## config.mk

```make
export PLATFORM = sky130hd
export DESIGN_NAME = pwm_timer
export DESIGN_NICKNAME = d
export VERILOG_FILES = /design/src/verilog/pwm_timer_pkg.sv /design/src/verilog/timer_tick_gen.sv /design/src/verilog/pwm_timer.sv
export SDC_FILE = /design/constraint.sdc
export NUM_CORES = 1
export LEC_CHECK = 0
export ABC_AREA = 1
export BUFFER_PORTS_ARGS = -buffer_cell sky130_fd_sc_hd__buf_4
export CORE_UTILIZATION = 59
export DETAILED_ROUTE_END_ITERATION = 16
export GPL_TIMING_DRIVEN = 0
export HOLD_SLACK_MARGIN = 0.02
export PLACE_DENSITY = 0.76
export SYNTH_ARGS = -nofsm -noshare
export SYNTH_HDL_FRONTEND = slang
export SYNTH_SLANG_ARGS = --single-unit
export TNS_END_PERCENT = 5
```

## constraint.sdc

```tcl
create_clock -name clk_sys -period 2.5 [get_ports clk_sys]
set_input_delay 0.375 -clock clk_sys [delete_from_list [all_inputs] [get_ports clk_sys]]
set_output_delay 0.375 -clock clk_sys [all_outputs]
set_load 0.02 [all_outputs]
```

## src/verilog/pwm_timer_pkg.sv

```systemverilog
// Package with register map, field layouts, reset values and carrier types of the PWM timer.
package pwm_timer_pkg;
  localparam logic [7:0] OFFSET_CTRL1 = 8'h00;
  localparam logic [7:0] OFFSET_CTRL2 = 8'h04;
  localparam logic [7:0] OFFSET_STATUS = 8'h08;
  localparam logic [7:0] OFFSET_PULSE_HIGH = 8'h0C;
  localparam logic [7:0] OFFSET_PULSE_LOW = 8'h10;
  localparam logic [7:0] OFFSET_PERIOD_HIGH = 8'h14;
  localparam logic [7:0] OFFSET_PERIOD_LOW = 8'h18;
  localparam logic [7:0] OFFSET_COUNTER = 8'h1C;
  localparam logic [7:0] OFFSET_CAPTURE1 = 8'h20;
  localparam logic [7:0] OFFSET_CAPTURE2 = 8'h24;

  localparam logic [15:0] COUNTER_RESET = 16'hFFFC;
  localparam logic [15:0] COUNTER_RELOAD = 16'hFFFC;
  localparam logic [15:0] COUNTER_MAX = 16'hFFFF;
  localparam logic [15:0] COMPARE_RESET = 16'h8000;
  localparam logic [7:0] CTRL1_RESET = 8'h00;
  localparam logic [7:0] CTRL2_RESET = 8'h00;

  localparam logic [1:0] CLOCK_DIV4 = 2'h0;
  localparam logic [1:0] CLOCK_DIV2 = 2'h1;
  localparam logic [1:0] CLOCK_DIV8 = 2'h2;
  localparam logic [1:0] CLOCK_EXTERNAL = 2'h3;
  localparam logic [2:0] DIV2_LAST = 3'h1;
  localparam logic [2:0] DIV4_LAST = 3'h3;
  localparam logic [2:0] DIV8_LAST = 3'h7;

  localparam int STATUS_FIRST_CAPTURE = 7;
  localparam int STATUS_FIRST_MATCH = 6;
  localparam int STATUS_OVERFLOW = 5;
  localparam int STATUS_SECOND_CAPTURE = 4;
  localparam int STATUS_SECOND_MATCH = 3;

  // Control word 1, bit 7 down to bit 0.
  typedef struct packed {
    logic capture_irq_enable;
    logic compare_irq_enable;
    logic overflow_irq_enable;
    logic force_second;
    logic force_first;
    logic level_after_second_match;
    logic first_capture_edge;
    logic level_after_first_match;
  } ctrl1_t;

  // Control word 2, bit 7 down to bit 0.
  typedef struct packed {
    logic wave_pin_enable;
    logic second_pin_enable;
    logic single_pulse_mode;
    logic pwm_enable;
    logic [1:0] timer_clock_select;
    logic second_capture_edge;
    logic external_edge;
  } ctrl2_t;

  // Sticky event flags.
  typedef struct packed {
    logic first_capture_flag;
    logic first_match_flag;
    logic overflow_flag;
    logic second_capture_flag;
    logic second_match_flag;
  } flags_t;
endpackage

```

## src/verilog/timer_tick_gen.sv

```systemverilog
// Timer tick generator: divides the system clock or follows the external clock edge.
`timescale 1ns/1ps
module timer_tick_gen
  import pwm_timer_pkg::*;
(
  input wire logic clk_sys,
  input wire logic reset,
  input wire logic [1:0] timer_clock_select,
  input wire logic external_edge,
  input wire logic ext_clk,
  input wire logic freeze,
  output logic tick
);
  logic [2:0] div_count;
  logic [2:0] next_div_count;
  logic ext_prev;
  logic [2:0] last_count;

  always_comb
  begin
    unique case (timer_clock_select)
      CLOCK_DIV2: last_count = DIV2_LAST;
      CLOCK_DIV8: last_count = DIV8_LAST;
      default: last_count = DIV4_LAST;
    endcase
    next_div_count = div_count;
    tick = 1'b0;
    if (!freeze)
    begin
      if (timer_clock_select == CLOCK_EXTERNAL)
      begin
        tick = (ext_clk != ext_prev) && (ext_clk == external_edge);
        next_div_count = 3'h0;
      end
      else if (div_count >= last_count)
      begin
        tick = 1'b1;
        next_div_count = 3'h0;
      end
      else
      begin
        next_div_count = div_count + 3'h1;
      end
    end
  end

  always_ff @(posedge clk_sys)
  begin
    if (reset)
    begin
      div_count <= 3'h0;
      ext_prev <= 1'b0;
    end
    else
    begin
      div_count <= next_div_count;
      ext_prev <= ext_clk;
    end
  end
endmodule

```

## src/verilog/pwm_timer.sv

```systemverilog
// Sixteen-bit timer with PWM mode, output compare, input capture and low power behaviour.
// Functional notes
// - PWM output cycles with period from period compare, pulse from pulse compare.
// - Both compare values double buffered in PWM; new values load at period match.
// - Pulse match drives first level bit; period match drives second level bit.
// - First level 1, second 0: high pulse lasts period minus pulse value.
// - Equal level bits give a constant level on the wave pin.
// - Period match in PWM reloads the counter with FFFCh.
// - High byte write suspends that compare until its low byte is written.
// - PWM mode never sets either compare match flag.
// - In PWM, period match sets first capture flag, interrupting if enabled.
// - PWM disconnects first capture pin; second capture pin keeps working.
// - PWM and single pulse bits both set: only PWM acts.
// - PWM owns first compare and period compare; no other compare use.
// - Timer runs in Wait; enabled timer interrupt wakes from Wait.
// - Halt freezes counter and registers; interrupt wake resumes held count.
// - Capture edge in Halt arms; interrupt wake sets flag, stores exit count.
// - All events share one interrupt, gated by enable and global mask.
// - Capture, compare, overflow enables gate their flags; wake Wait, not Halt.
// - In PWM, second level goes to wave pin; single pulse holds wave pin at period match.
// - PWM bit set makes wave pin cyclic; clear leaves PWM inactive.
`timescale 1ns/1ps
module pwm_timer
  import pwm_timer_pkg::*;
(
  input wire logic clk_sys,
  input wire logic reset,
  input wire logic psel,
  input wire logic penable,
  input wire logic pwrite,
  input wire logic [7:0] paddr,
  input wire logic [31:0] pwdata,
  output logic [31:0] prdata,
  output logic pready,
  output logic pslverr,
  input wire logic ext_clk,
  input wire logic first_capture_pin,
  input wire logic second_capture_pin,
  input wire logic global_mask,
  input wire logic wait_mode,
  input wire logic halt_mode,
  input wire logic halt_interrupt_wake,
  output logic wave_output_pin,
  output logic wave_pin_oe,
  output logic second_compare_pin,
  output logic second_compare_oe,
  output logic timer_irq,
  output logic wait_wakeup
);
  ctrl1_t ctrl1;
  ctrl1_t next_ctrl1;
  ctrl2_t ctrl2;
  ctrl2_t next_ctrl2;
  flags_t flags;
  flags_t next_flags;
  flags_t clear_armed;
  flags_t next_clear_armed;
  logic [15:0] counter;
  logic [15:0] next_counter;
  logic [15:0] pulse_compare_value;
  logic [15:0] next_pulse_compare_value;
  logic [15:0] period_compare_value;
  logic [15:0] next_period_compare_value;
  logic [15:0] active_pulse;
  logic [15:0] next_active_pulse;
  logic [15:0] active_period;
  logic [15:0] next_active_period;
  logic [15:0] first_capture_value;
  logic [15:0] next_first_capture_value;
  logic [15:0] second_capture_value;
  logic [15:0] next_second_capture_value;
  logic pulse_suspended;
  logic next_pulse_suspended;
  logic period_suspended;
  logic next_period_suspended;
  logic wave_level;
  logic next_wave_level;
  logic second_level;
  logic next_second_level;
  logic first_cap_prev;
  logic second_cap_prev;
  logic first_armed;
  logic next_first_armed;
  logic second_armed;
  logic next_second_armed;
  logic halt_prev;
  logic [31:0] next_prdata;
  logic tick;
  logic pwm_active;
  logic single_pulse_active;
  logic wr_en;
  logic rd_en;
  logic pulse_match;
  logic period_match;
  logic first_edge;
  logic second_edge;
  logic halt_exit;
  logic any_request;

  function automatic logic edge_seen(input logic now, input logic prev, input logic rising);
    edge_seen = (now != prev) && (now == rising);
  endfunction

  function automatic logic addr_mapped(input logic [7:0] addr);
    unique case (addr)
      OFFSET_CTRL1, OFFSET_CTRL2, OFFSET_STATUS, OFFSET_PULSE_HIGH, OFFSET_PULSE_LOW,
      OFFSET_PERIOD_HIGH, OFFSET_PERIOD_LOW, OFFSET_COUNTER, OFFSET_CAPTURE1,
      OFFSET_CAPTURE2: addr_mapped = 1'b1;
      default: addr_mapped = 1'b0;
    endcase
  endfunction

  timer_tick_gen tick_gen (
    .clk_sys(clk_sys),
    .reset(reset),
    .timer_clock_select(ctrl2.timer_clock_select),
    .external_edge(ctrl2.external_edge),
    .ext_clk(ext_clk),
    .freeze(halt_mode),
    .tick(tick)
  );

  // Bus handshake and decode.
  assign pready = 1'b1;
  assign pslverr = psel && penable && !addr_mapped(paddr);
  assign wr_en = psel && penable && pwrite && addr_mapped(paddr) && !halt_mode;
  assign rd_en = psel && penable && !pwrite && addr_mapped(paddr);

  assign pwm_active = ctrl2.pwm_enable;
  assign single_pulse_active = ctrl2.single_pulse_mode && !ctrl2.pwm_enable;
  assign pulse_match = tick && !pulse_suspended && (counter == active_pulse);
  assign period_match = tick && !period_suspended && (counter == active_period);
  assign first_edge = edge_seen(first_capture_pin, first_cap_prev, ctrl1.first_capture_edge);
  assign second_edge = edge_seen(second_capture_pin, second_cap_prev, ctrl2.second_capture_edge);
  assign halt_exit = halt_prev && !halt_mode && halt_interrupt_wake;

  // Shared interrupt request; the same request wakes from Wait, never from Halt.
  always_comb
  begin
    any_request = (ctrl1.capture_irq_enable && (flags.first_capture_flag || flags.second_capture_flag))
      || (ctrl1.compare_irq_enable && (flags.first_match_flag || flags.second_match_flag))
      || (ctrl1.overflow_irq_enable && flags.overflow_flag);
    timer_irq = any_request && !global_mask;
    wait_wakeup = wait_mode && !halt_mode && timer_irq;
  end

  assign wave_output_pin = wave_level;
  assign wave_pin_oe = ctrl2.wave_pin_enable;
  assign second_compare_pin = second_level;
  assign second_compare_oe = ctrl2.second_pin_enable && !pwm_active && !single_pulse_active;

  // Register writes, compare buffering and read data.
  always_comb
  begin
    next_ctrl1 = ctrl1;
    next_ctrl2 = ctrl2;
    next_pulse_compare_value = pulse_compare_value;
    next_period_compare_value = period_compare_value;
    next_pulse_suspended = pulse_suspended;
    next_period_suspended = period_suspended;
    next_prdata = prdata;
    if (wr_en)
    begin
      unique case (paddr)
        OFFSET_CTRL1: next_ctrl1 = ctrl1_t'(pwdata[7:0]);
        OFFSET_CTRL2: next_ctrl2 = ctrl2_t'(pwdata[7:0]);
        OFFSET_PULSE_HIGH:
        begin
          next_pulse_compare_value[15:8] = pwdata[7:0];
          next_pulse_suspended = 1'b1;
        end
        OFFSET_PULSE_LOW:
        begin
          next_pulse_compare_value[7:0] = pwdata[7:0];
          next_pulse_suspended = 1'b0;
        end
        OFFSET_PERIOD_HIGH:
        begin
          next_period_compare_value[15:8] = pwdata[7:0];
          next_period_suspended = 1'b1;
        end
        OFFSET_PERIOD_LOW:
        begin
          next_period_compare_value[7:0] = pwdata[7:0];
          next_period_suspended = 1'b0;
        end
        default:
        begin
        end
      endcase
    end
    if (psel && !penable && !pwrite)
    begin
      unique case (paddr)
        OFFSET_CTRL1: next_prdata = {24'h000000, ctrl1};
        OFFSET_CTRL2: next_prdata = {24'h000000, ctrl2};
        OFFSET_STATUS: next_prdata = {24'h000000, flags, 3'h0};
        OFFSET_PULSE_HIGH: next_prdata = {24'h000000, pulse_compare_value[15:8]};
        OFFSET_PULSE_LOW: next_prdata = {24'h000000, pulse_compare_value[7:0]};
        OFFSET_PERIOD_HIGH: next_prdata = {24'h000000, period_compare_value[15:8]};
        OFFSET_PERIOD_LOW: next_prdata = {24'h000000, period_compare_value[7:0]};
        OFFSET_COUNTER: next_prdata = {16'h0000, counter};
        OFFSET_CAPTURE1: next_prdata = {16'h0000, first_capture_value};
        OFFSET_CAPTURE2: next_prdata = {16'h0000, second_capture_value};
        default: next_prdata = 32'h00000000;
      endcase
    end
  end

  // Counter, compare, capture and wave pin behaviour.
  always_comb
  begin
    next_counter = counter;
    next_active_pulse = active_pulse;
    next_active_period = active_period;
    next_wave_level = wave_level;
    next_second_level = second_level;
    next_flags = flags;
    next_clear_armed = clear_armed;
    next_first_capture_value = first_capture_value;
    next_second_capture_value = second_capture_value;
    next_first_armed = first_armed;
    next_second_armed = second_armed;
    // Outside PWM the compare values act at once; in PWM they wait for the period end.
    if (!pwm_active)
    begin
      next_active_pulse = pulse_compare_value;
      next_active_period = period_compare_value;
    end
    // Status read starts the two-step clear of the flags that are set.
    if (rd_en && (paddr == OFFSET_STATUS))
    begin
      next_clear_armed = flags;
    end
    if ((psel && penable && !halt_mode) && clear_armed.first_capture_flag && (paddr == OFFSET_CAPTURE1))
    begin
      next_flags.first_capture_flag = 1'b0;
      next_clear_armed.first_capture_flag = 1'b0;
    end
    if ((psel && penable && !halt_mode) && clear_armed.second_capture_flag && (paddr == OFFSET_CAPTURE2))
    begin
      next_flags.second_capture_flag = 1'b0;
      next_clear_armed.second_capture_flag = 1'b0;
    end
    if ((psel && penable && !halt_mode) && clear_armed.first_match_flag && (paddr == OFFSET_PULSE_LOW))
    begin
      next_flags.first_match_flag = 1'b0;
      next_clear_armed.first_match_flag = 1'b0;
    end
    if ((psel && penable && !halt_mode) && clear_armed.second_match_flag && (paddr == OFFSET_PERIOD_LOW))
    begin
      next_flags.second_match_flag = 1'b0;
      next_clear_armed.second_match_flag = 1'b0;
    end
    if ((psel && penable && !halt_mode) && clear_armed.overflow_flag && (paddr == OFFSET_COUNTER))
    begin
      next_flags.overflow_flag = 1'b0;
      next_clear_armed.overflow_flag = 1'b0;
    end
    if (halt_mode)
    begin
      // Counter and registers hold; capture edges only arm.
      if (first_edge && !pwm_active && !single_pulse_active)
      begin
        next_first_armed = 1'b1;
      end
      if (second_edge)
      begin
        next_second_armed = 1'b1;
      end
    end
    else
    begin
      if (tick)
      begin
        if (pwm_active && period_match)
        begin
          next_counter = COUNTER_RELOAD;
          next_wave_level = ctrl1.level_after_second_match;
          next_flags.first_capture_flag = 1'b1;
          next_active_pulse = pulse_compare_value;
          next_active_period = period_compare_value;
        end
        else
        begin
          next_counter = counter + 16'h0001;
          if (counter == COUNTER_MAX)
          begin
            next_flags.overflow_flag = 1'b1;
          end
        end
        if (pwm_active)
        begin
          if (pulse_match && !period_match)
          begin
            next_wave_level = ctrl1.level_after_first_match;
          end
        end
        else
        begin
          if (pulse_match)
          begin
            next_flags.first_match_flag = 1'b1;
            next_wave_level = ctrl1.level_after_first_match;
          end
          if (period_match)
          begin
            next_flags.second_match_flag = 1'b1;
            if (single_pulse_active)
            begin
              next_wave_level = wave_level;
            end
            else
            begin
              next_second_level = ctrl1.level_after_second_match;
            end
          end
        end
      end
      if (!pwm_active && !single_pulse_active)
      begin
        if (ctrl1.force_first)
        begin
          next_wave_level = ctrl1.level_after_first_match;
        end
        if (ctrl1.force_second)
        begin
          next_second_level = ctrl1.level_after_second_match;
        end
      end
      if (first_edge && !pwm_active && !single_pulse_active)
      begin
        next_flags.first_capture_flag = 1'b1;
        next_first_capture_value = counter;
      end
      if (second_edge)
      begin
        next_flags.second_capture_flag = 1'b1;
        next_second_capture_value = counter;
      end
      if (halt_exit && first_armed)
      begin
        next_flags.first_capture_flag = 1'b1;
        next_first_capture_value = counter;
      end
      if (halt_exit && second_armed)
      begin
        next_flags.second_capture_flag = 1'b1;
        next_second_capture_value = counter;
      end
      if (halt_prev)
      begin
        next_first_armed = 1'b0;
        next_second_armed = 1'b0;
      end
    end
  end

  always_ff @(posedge clk_sys)
  begin
    if (reset)
    begin
      ctrl1 <= ctrl1_t'(CTRL1_RESET);
      ctrl2 <= ctrl2_t'(CTRL2_RESET);
      pulse_compare_value <= COMPARE_RESET;
      period_compare_value <= COMPARE_RESET;
      active_pulse <= COMPARE_RESET;
      active_period <= COMPARE_RESET;
      pulse_suspended <= 1'b0;
      period_suspended <= 1'b0;
      counter <= COUNTER_RESET;
      flags <= '0;
      clear_armed <= '0;
      first_capture_value <= 16'h0000;
      second_capture_value <= 16'h0000;
      wave_level <= 1'b0;
      second_level <= 1'b0;
      first_cap_prev <= 1'b0;
      second_cap_prev <= 1'b0;
      first_armed <= 1'b0;
      second_armed <= 1'b0;
      halt_prev <= 1'b0;
      prdata <= 32'h00000000;
    end
    else
    begin
      ctrl1 <= next_ctrl1;
      ctrl2 <= next_ctrl2;
      pulse_compare_value <= next_pulse_compare_value;
      period_compare_value <= next_period_compare_value;
      active_pulse <= next_active_pulse;
      active_period <= next_active_period;
      pulse_suspended <= next_pulse_suspended;
      period_suspended <= next_period_suspended;
      counter <= next_counter;
      flags <= next_flags;
      clear_armed <= next_clear_armed;
      first_capture_value <= next_first_capture_value;
      second_capture_value <= next_second_capture_value;
      wave_level <= next_wave_level;
      second_level <= next_second_level;
      first_cap_prev <= first_capture_pin;
      second_cap_prev <= second_capture_pin;
      first_armed <= next_first_armed;
      second_armed <= next_second_armed;
      halt_prev <= halt_mode;
      prdata <= next_prdata;
    end
  end
endmodule

```

==> out/results.txt <==
Mean area per synthesized cell: 7.48 um2
Total detailed-routing wirelength: 24.9 mm
Number of warnings reported in the yosys synthesis log: 0
Per-cell via count in the routed design: 5.62
Leakage: 4.03 nW
Largest voltage drop on the vdd net: 0.000540 V
Post-route DRC violation count: 0
Delay-heaviest family, CP: simple AND/OR/NAND/NOR gates
Post-placement cell area: 9050 um2
Worst-skew pair later-pin latency: 0.44 ns
Max Buffers Root-to-Sink: 2
Type of the setup path with the least slack: reg2reg
Max-slew violation total from the final report: 0
Required time at the endpoint of the critical path: 2.82 ns
Vias: 7860
Max FO, Critical Path: 9
Row Count: 43
Per-cell routed wire length: 17.8 um
Number of synthesized register bits: 167
Final design area excluding fillers: 9650 um2
Buffers and inverters on the worst path: 3
Antenna violations before repair: 0
Power density over the cells: 587 nW/um2
Total routing usage reported by global routing: 34.9%
Number of post-CTS setup repair buffers: 0
Yosys top cell by area: sky130_fd_sc_hd__dfxtp_1
Final net count: 1262
Max transition margin: 21.2%
Worst path most repeated cell: sky130_fd_sc_hd__nand2_1
Sinks on the clock net: 167
Leftover overflow at the end of global routing: 0
Floorplan die area: 14700 um2
Inserted Clock Buffers: 17
Top cells by area, synth: sky130_fd_sc_hd__dfxtp_1 (40%), sky130_fd_sc_hd__nand2_1 (9.2%), sky130_fd_sc_hd__inv_1 (7.0%), sky130_fd_sc_hd__nor2_1 (5.1%), sky130_fd_sc_hd__a211oi_2 (4.9%)
Netlist area before placement: 8390 um2
Final critical delay including setup and external delays: 2.41 ns
Antenna diode instance count: 0
Core area: 13900 um2
Pin count of the biggest net entering global routing: 17
Area growth from synthesis to layout: 15.0%
CP max-delay cell: sky130_fd_sc_hd__dfxtp_1
Final clock skew: 0.00892 ns
DRT iter0 DRCs: 965
IO Port Bufs: 50
Number of global-route vias before repair: 6811
Seq/Total Area, Yosys: 39.8%
CTS tree: yes
DIE WIDTH: 121 um
Cell types with the highest counts after synthesis: sky130_fd_sc_hd__nand2_1 (206), sky130_fd_sc_hd__dfxtp_1 (167), sky130_fd_sc_hd__inv_1 (156)
Top-area cell type share of the netlist area: 39.8%
Number of enable-type register cells in the synthesized netlist: 0
Fraction of registers with async set/reset: 0%
Type of element launching the critical path: flip-flop
Estimated wirelength of the detail-placed design: 18.5 mm
Most frequent cell after synthesis: sky130_fd_sc_hd__nand2_1
Share of the cycle needed by the critical path after routing: 96.6%
Setup Viol. Count Final: 0
I/O pin cnt: 92
Final antenna-violating net count: 0
Min-delay worst type: in2reg
Number of different library cells in the post-synthesis netlist: 51
Max-cap check violation count: 0
Worst Setup Slack, final: 0.0855 ns
Total count of hold-check failures in the final report: 0
Number of filler instances in the final layout: 1193
Worst-Margin Slew: 1.17 ns
Placer's final routability congestion estimate: 0.964
Count of placed standard cells in the final layout, fillers left out: 1398
CTS H-tree lvls: 4
Root buffer cell: sky130_fd_sc_hd__clkbuf_16
Fraction of final layout cells sized beyond drive strength 1: 19.6%
Run status: finished, final reports clean
Number of detailed-routing iterations run before antenna repair: 7
First-pass GRT wire length: 37.7 mm
Worst setup slack after placement: 0.0753 ns
Die Ht: 121 um
Endpoint class of the critical path: flip-flop
Cell chain of the critical path: inv_1, nor2_1, ha_1, nand2_1, nand2_1, nand2_1, nand2_2, nand3_4, inv_2, nand4_4, nand2_4, inv_1, o21ai_1, a21oi_1
Synth Flop Type: sky130_fd_sc_hd__dfxtp_1
Initial Utilization: 60.4%
Biggest cell delay along the critical path: 0.31 ns
Unrepaired setup endpoints after global routing: yes
Number of instances in the placed design: 1367
FMAX: 414 MHz
Synthesized netlist cell count: 1122
Worst Path Arrival: 2.73 ns
Clock slew at the register clock pins of the worst setup and hold paths: 0.06 ns
state kept, by name, indices dropped and copies added (netlist names), 3 cells and up:
register              cells
flags                     5
counter                  16
ctrl1                     8
ctrl2                     6
first_capture_value      16
period_compare_value     16
clear_armed               5
prdata                   16
pulse_compare_value      16
tick_gen.div_count        3
active_period            16
second_capture_value     16
active_pulse             16
per-layer routing:
metal | up-vias | wire, um | GRT usage (%)
li1 | 3816 | - | -
met1 | 3607 | 10500 | 47.0
met2 | 359 | 11300 | 54.2
met3 | 78 | 2110 | 5.26
met4 | 0 | 975 | 17.7
met5 | - | 0 | 0
final timing paths:
check	from	to	slack [ns]	depth (start not counted)
worst max-delay path	ctrl2[2]	active_pulse[10]	0.09	14
worst min-delay path	second_capture_pin	second_cap_prev	0.17	3
worst max register to register	ctrl2[2]	active_pulse[10]	0.09	14
worst min register to register	second_armed	second_armed	0.45	2
layout make-up:
class                      instances  area (um2)  share of cell area, %
buffer                            61         417                   4.32
clock buffer                      21         460                   4.77
clock inverter                    10         123                   1.27
inverter                         170         638                   6.61
multi-input combinational        739        4070                   42.1
sequential                       167        3340                   34.7
tap                              180         225                   2.33
timing repair buffer              50         375                   3.89
where the power goes:
group,total [W],internal (W),switching (W),leakage (nW)
logic,0.000319,0.000103,0.000217,2.41
clock network,0.00264,0.00152,0.00111,0.276
registers,0.00270,0.00269,0.0000126,1.35
worst register-to-register path, cell delays in order, from the launching register on:
cell                      delay (ns)
sky130_fd_sc_hd__dfxtp_1        0.31
sky130_fd_sc_hd__inv_1          0.17
sky130_fd_sc_hd__nor2_1         0.09
sky130_fd_sc_hd__ha_1           0.28
sky130_fd_sc_hd__nand2_1        0.05
sky130_fd_sc_hd__nand2_1        0.06
sky130_fd_sc_hd__nand2_1        0.06
sky130_fd_sc_hd__nand2_2        0.09
sky130_fd_sc_hd__nand3_4        0.19
sky130_fd_sc_hd__inv_2          0.23
sky130_fd_sc_hd__nand4_4        0.15
sky130_fd_sc_hd__nand2_4        0.15
sky130_fd_sc_hd__inv_1          0.14
sky130_fd_sc_hd__o21ai_1        0.27
sky130_fd_sc_hd__a21oi_1        0.07
through the flow:
stage | TNS [ns] | hold slack, ns | power [W] | utilization [%]
after CTS | 0 | 0.168 | 0.00565 | 69.4
after detailed placement | 0 | 0.445 | 0.00307 | 65.2
after global routing | -0.0285 | 0.188 | 0.00580 | 69.5
after global placement | 0 | 0.438 | 0.00307 | 65.2
after floorplan | 0 | 0.420 | 0.00296 | -
final | 0 | 0.167 | 0.00566 | 69.5
cells in the final DEF (no fill, tap or decap), types with 3 or more instances in the layout:
cell,instances
sky130_fd_sc_hd__a211oi_1,3
sky130_fd_sc_hd__a211oi_2,33
sky130_fd_sc_hd__a21oi_1,79
sky130_fd_sc_hd__a21oi_2,25
sky130_fd_sc_hd__a31oi_1,3
sky130_fd_sc_hd__buf_2,10
sky130_fd_sc_hd__buf_4,69
sky130_fd_sc_hd__buf_6,8
sky130_fd_sc_hd__clkbuf_1,21
sky130_fd_sc_hd__clkbuf_16,17
sky130_fd_sc_hd__clkinv_4,3
sky130_fd_sc_hd__clkinvlp_4,3
sky130_fd_sc_hd__conb_1,17
sky130_fd_sc_hd__dfxtp_1,167
sky130_fd_sc_hd__ha_1,4
sky130_fd_sc_hd__inv_1,156
sky130_fd_sc_hd__inv_2,14
sky130_fd_sc_hd__nand2_1,206
sky130_fd_sc_hd__nand2_2,5
sky130_fd_sc_hd__nand2_4,3
sky130_fd_sc_hd__nand3_1,40
sky130_fd_sc_hd__nand3_4,5
sky130_fd_sc_hd__nand4_1,11
sky130_fd_sc_hd__nor2_1,111
sky130_fd_sc_hd__nor2_2,13
sky130_fd_sc_hd__nor2_4,6
sky130_fd_sc_hd__nor3_1,7
sky130_fd_sc_hd__nor3_2,3
sky130_fd_sc_hd__o21ai_0,69
sky130_fd_sc_hd__o21ai_1,28
sky130_fd_sc_hd__o221ai_1,3
sky130_fd_sc_hd__o22ai_1,38
sky130_fd_sc_hd__xor2_1,4
repair_timing:
item | 4_1_cts | 5_1_grt
resized for setup | 0 | 7
hold buffers | 0 | 0
hold endpoints to repair | 0 | 0
endpoints found under the setup margin | 0 | 8
cell families (layout without fill, tap and decap cells):
kind of cell	count (synthesis)	count (layout)	share of synthesized area (%)
AOI/OAI and AO/OA	291	291	22.9
xor gates and xnor gates	6	6	0.626
DFF	167	167	39.8
and+or+nand+nor	421	421	23.4
adders and majority gates	4	4	0.597
buffers and inverters	231	312	12.6
other	2	17	0.0895
(Power assumes the default switching activity.)
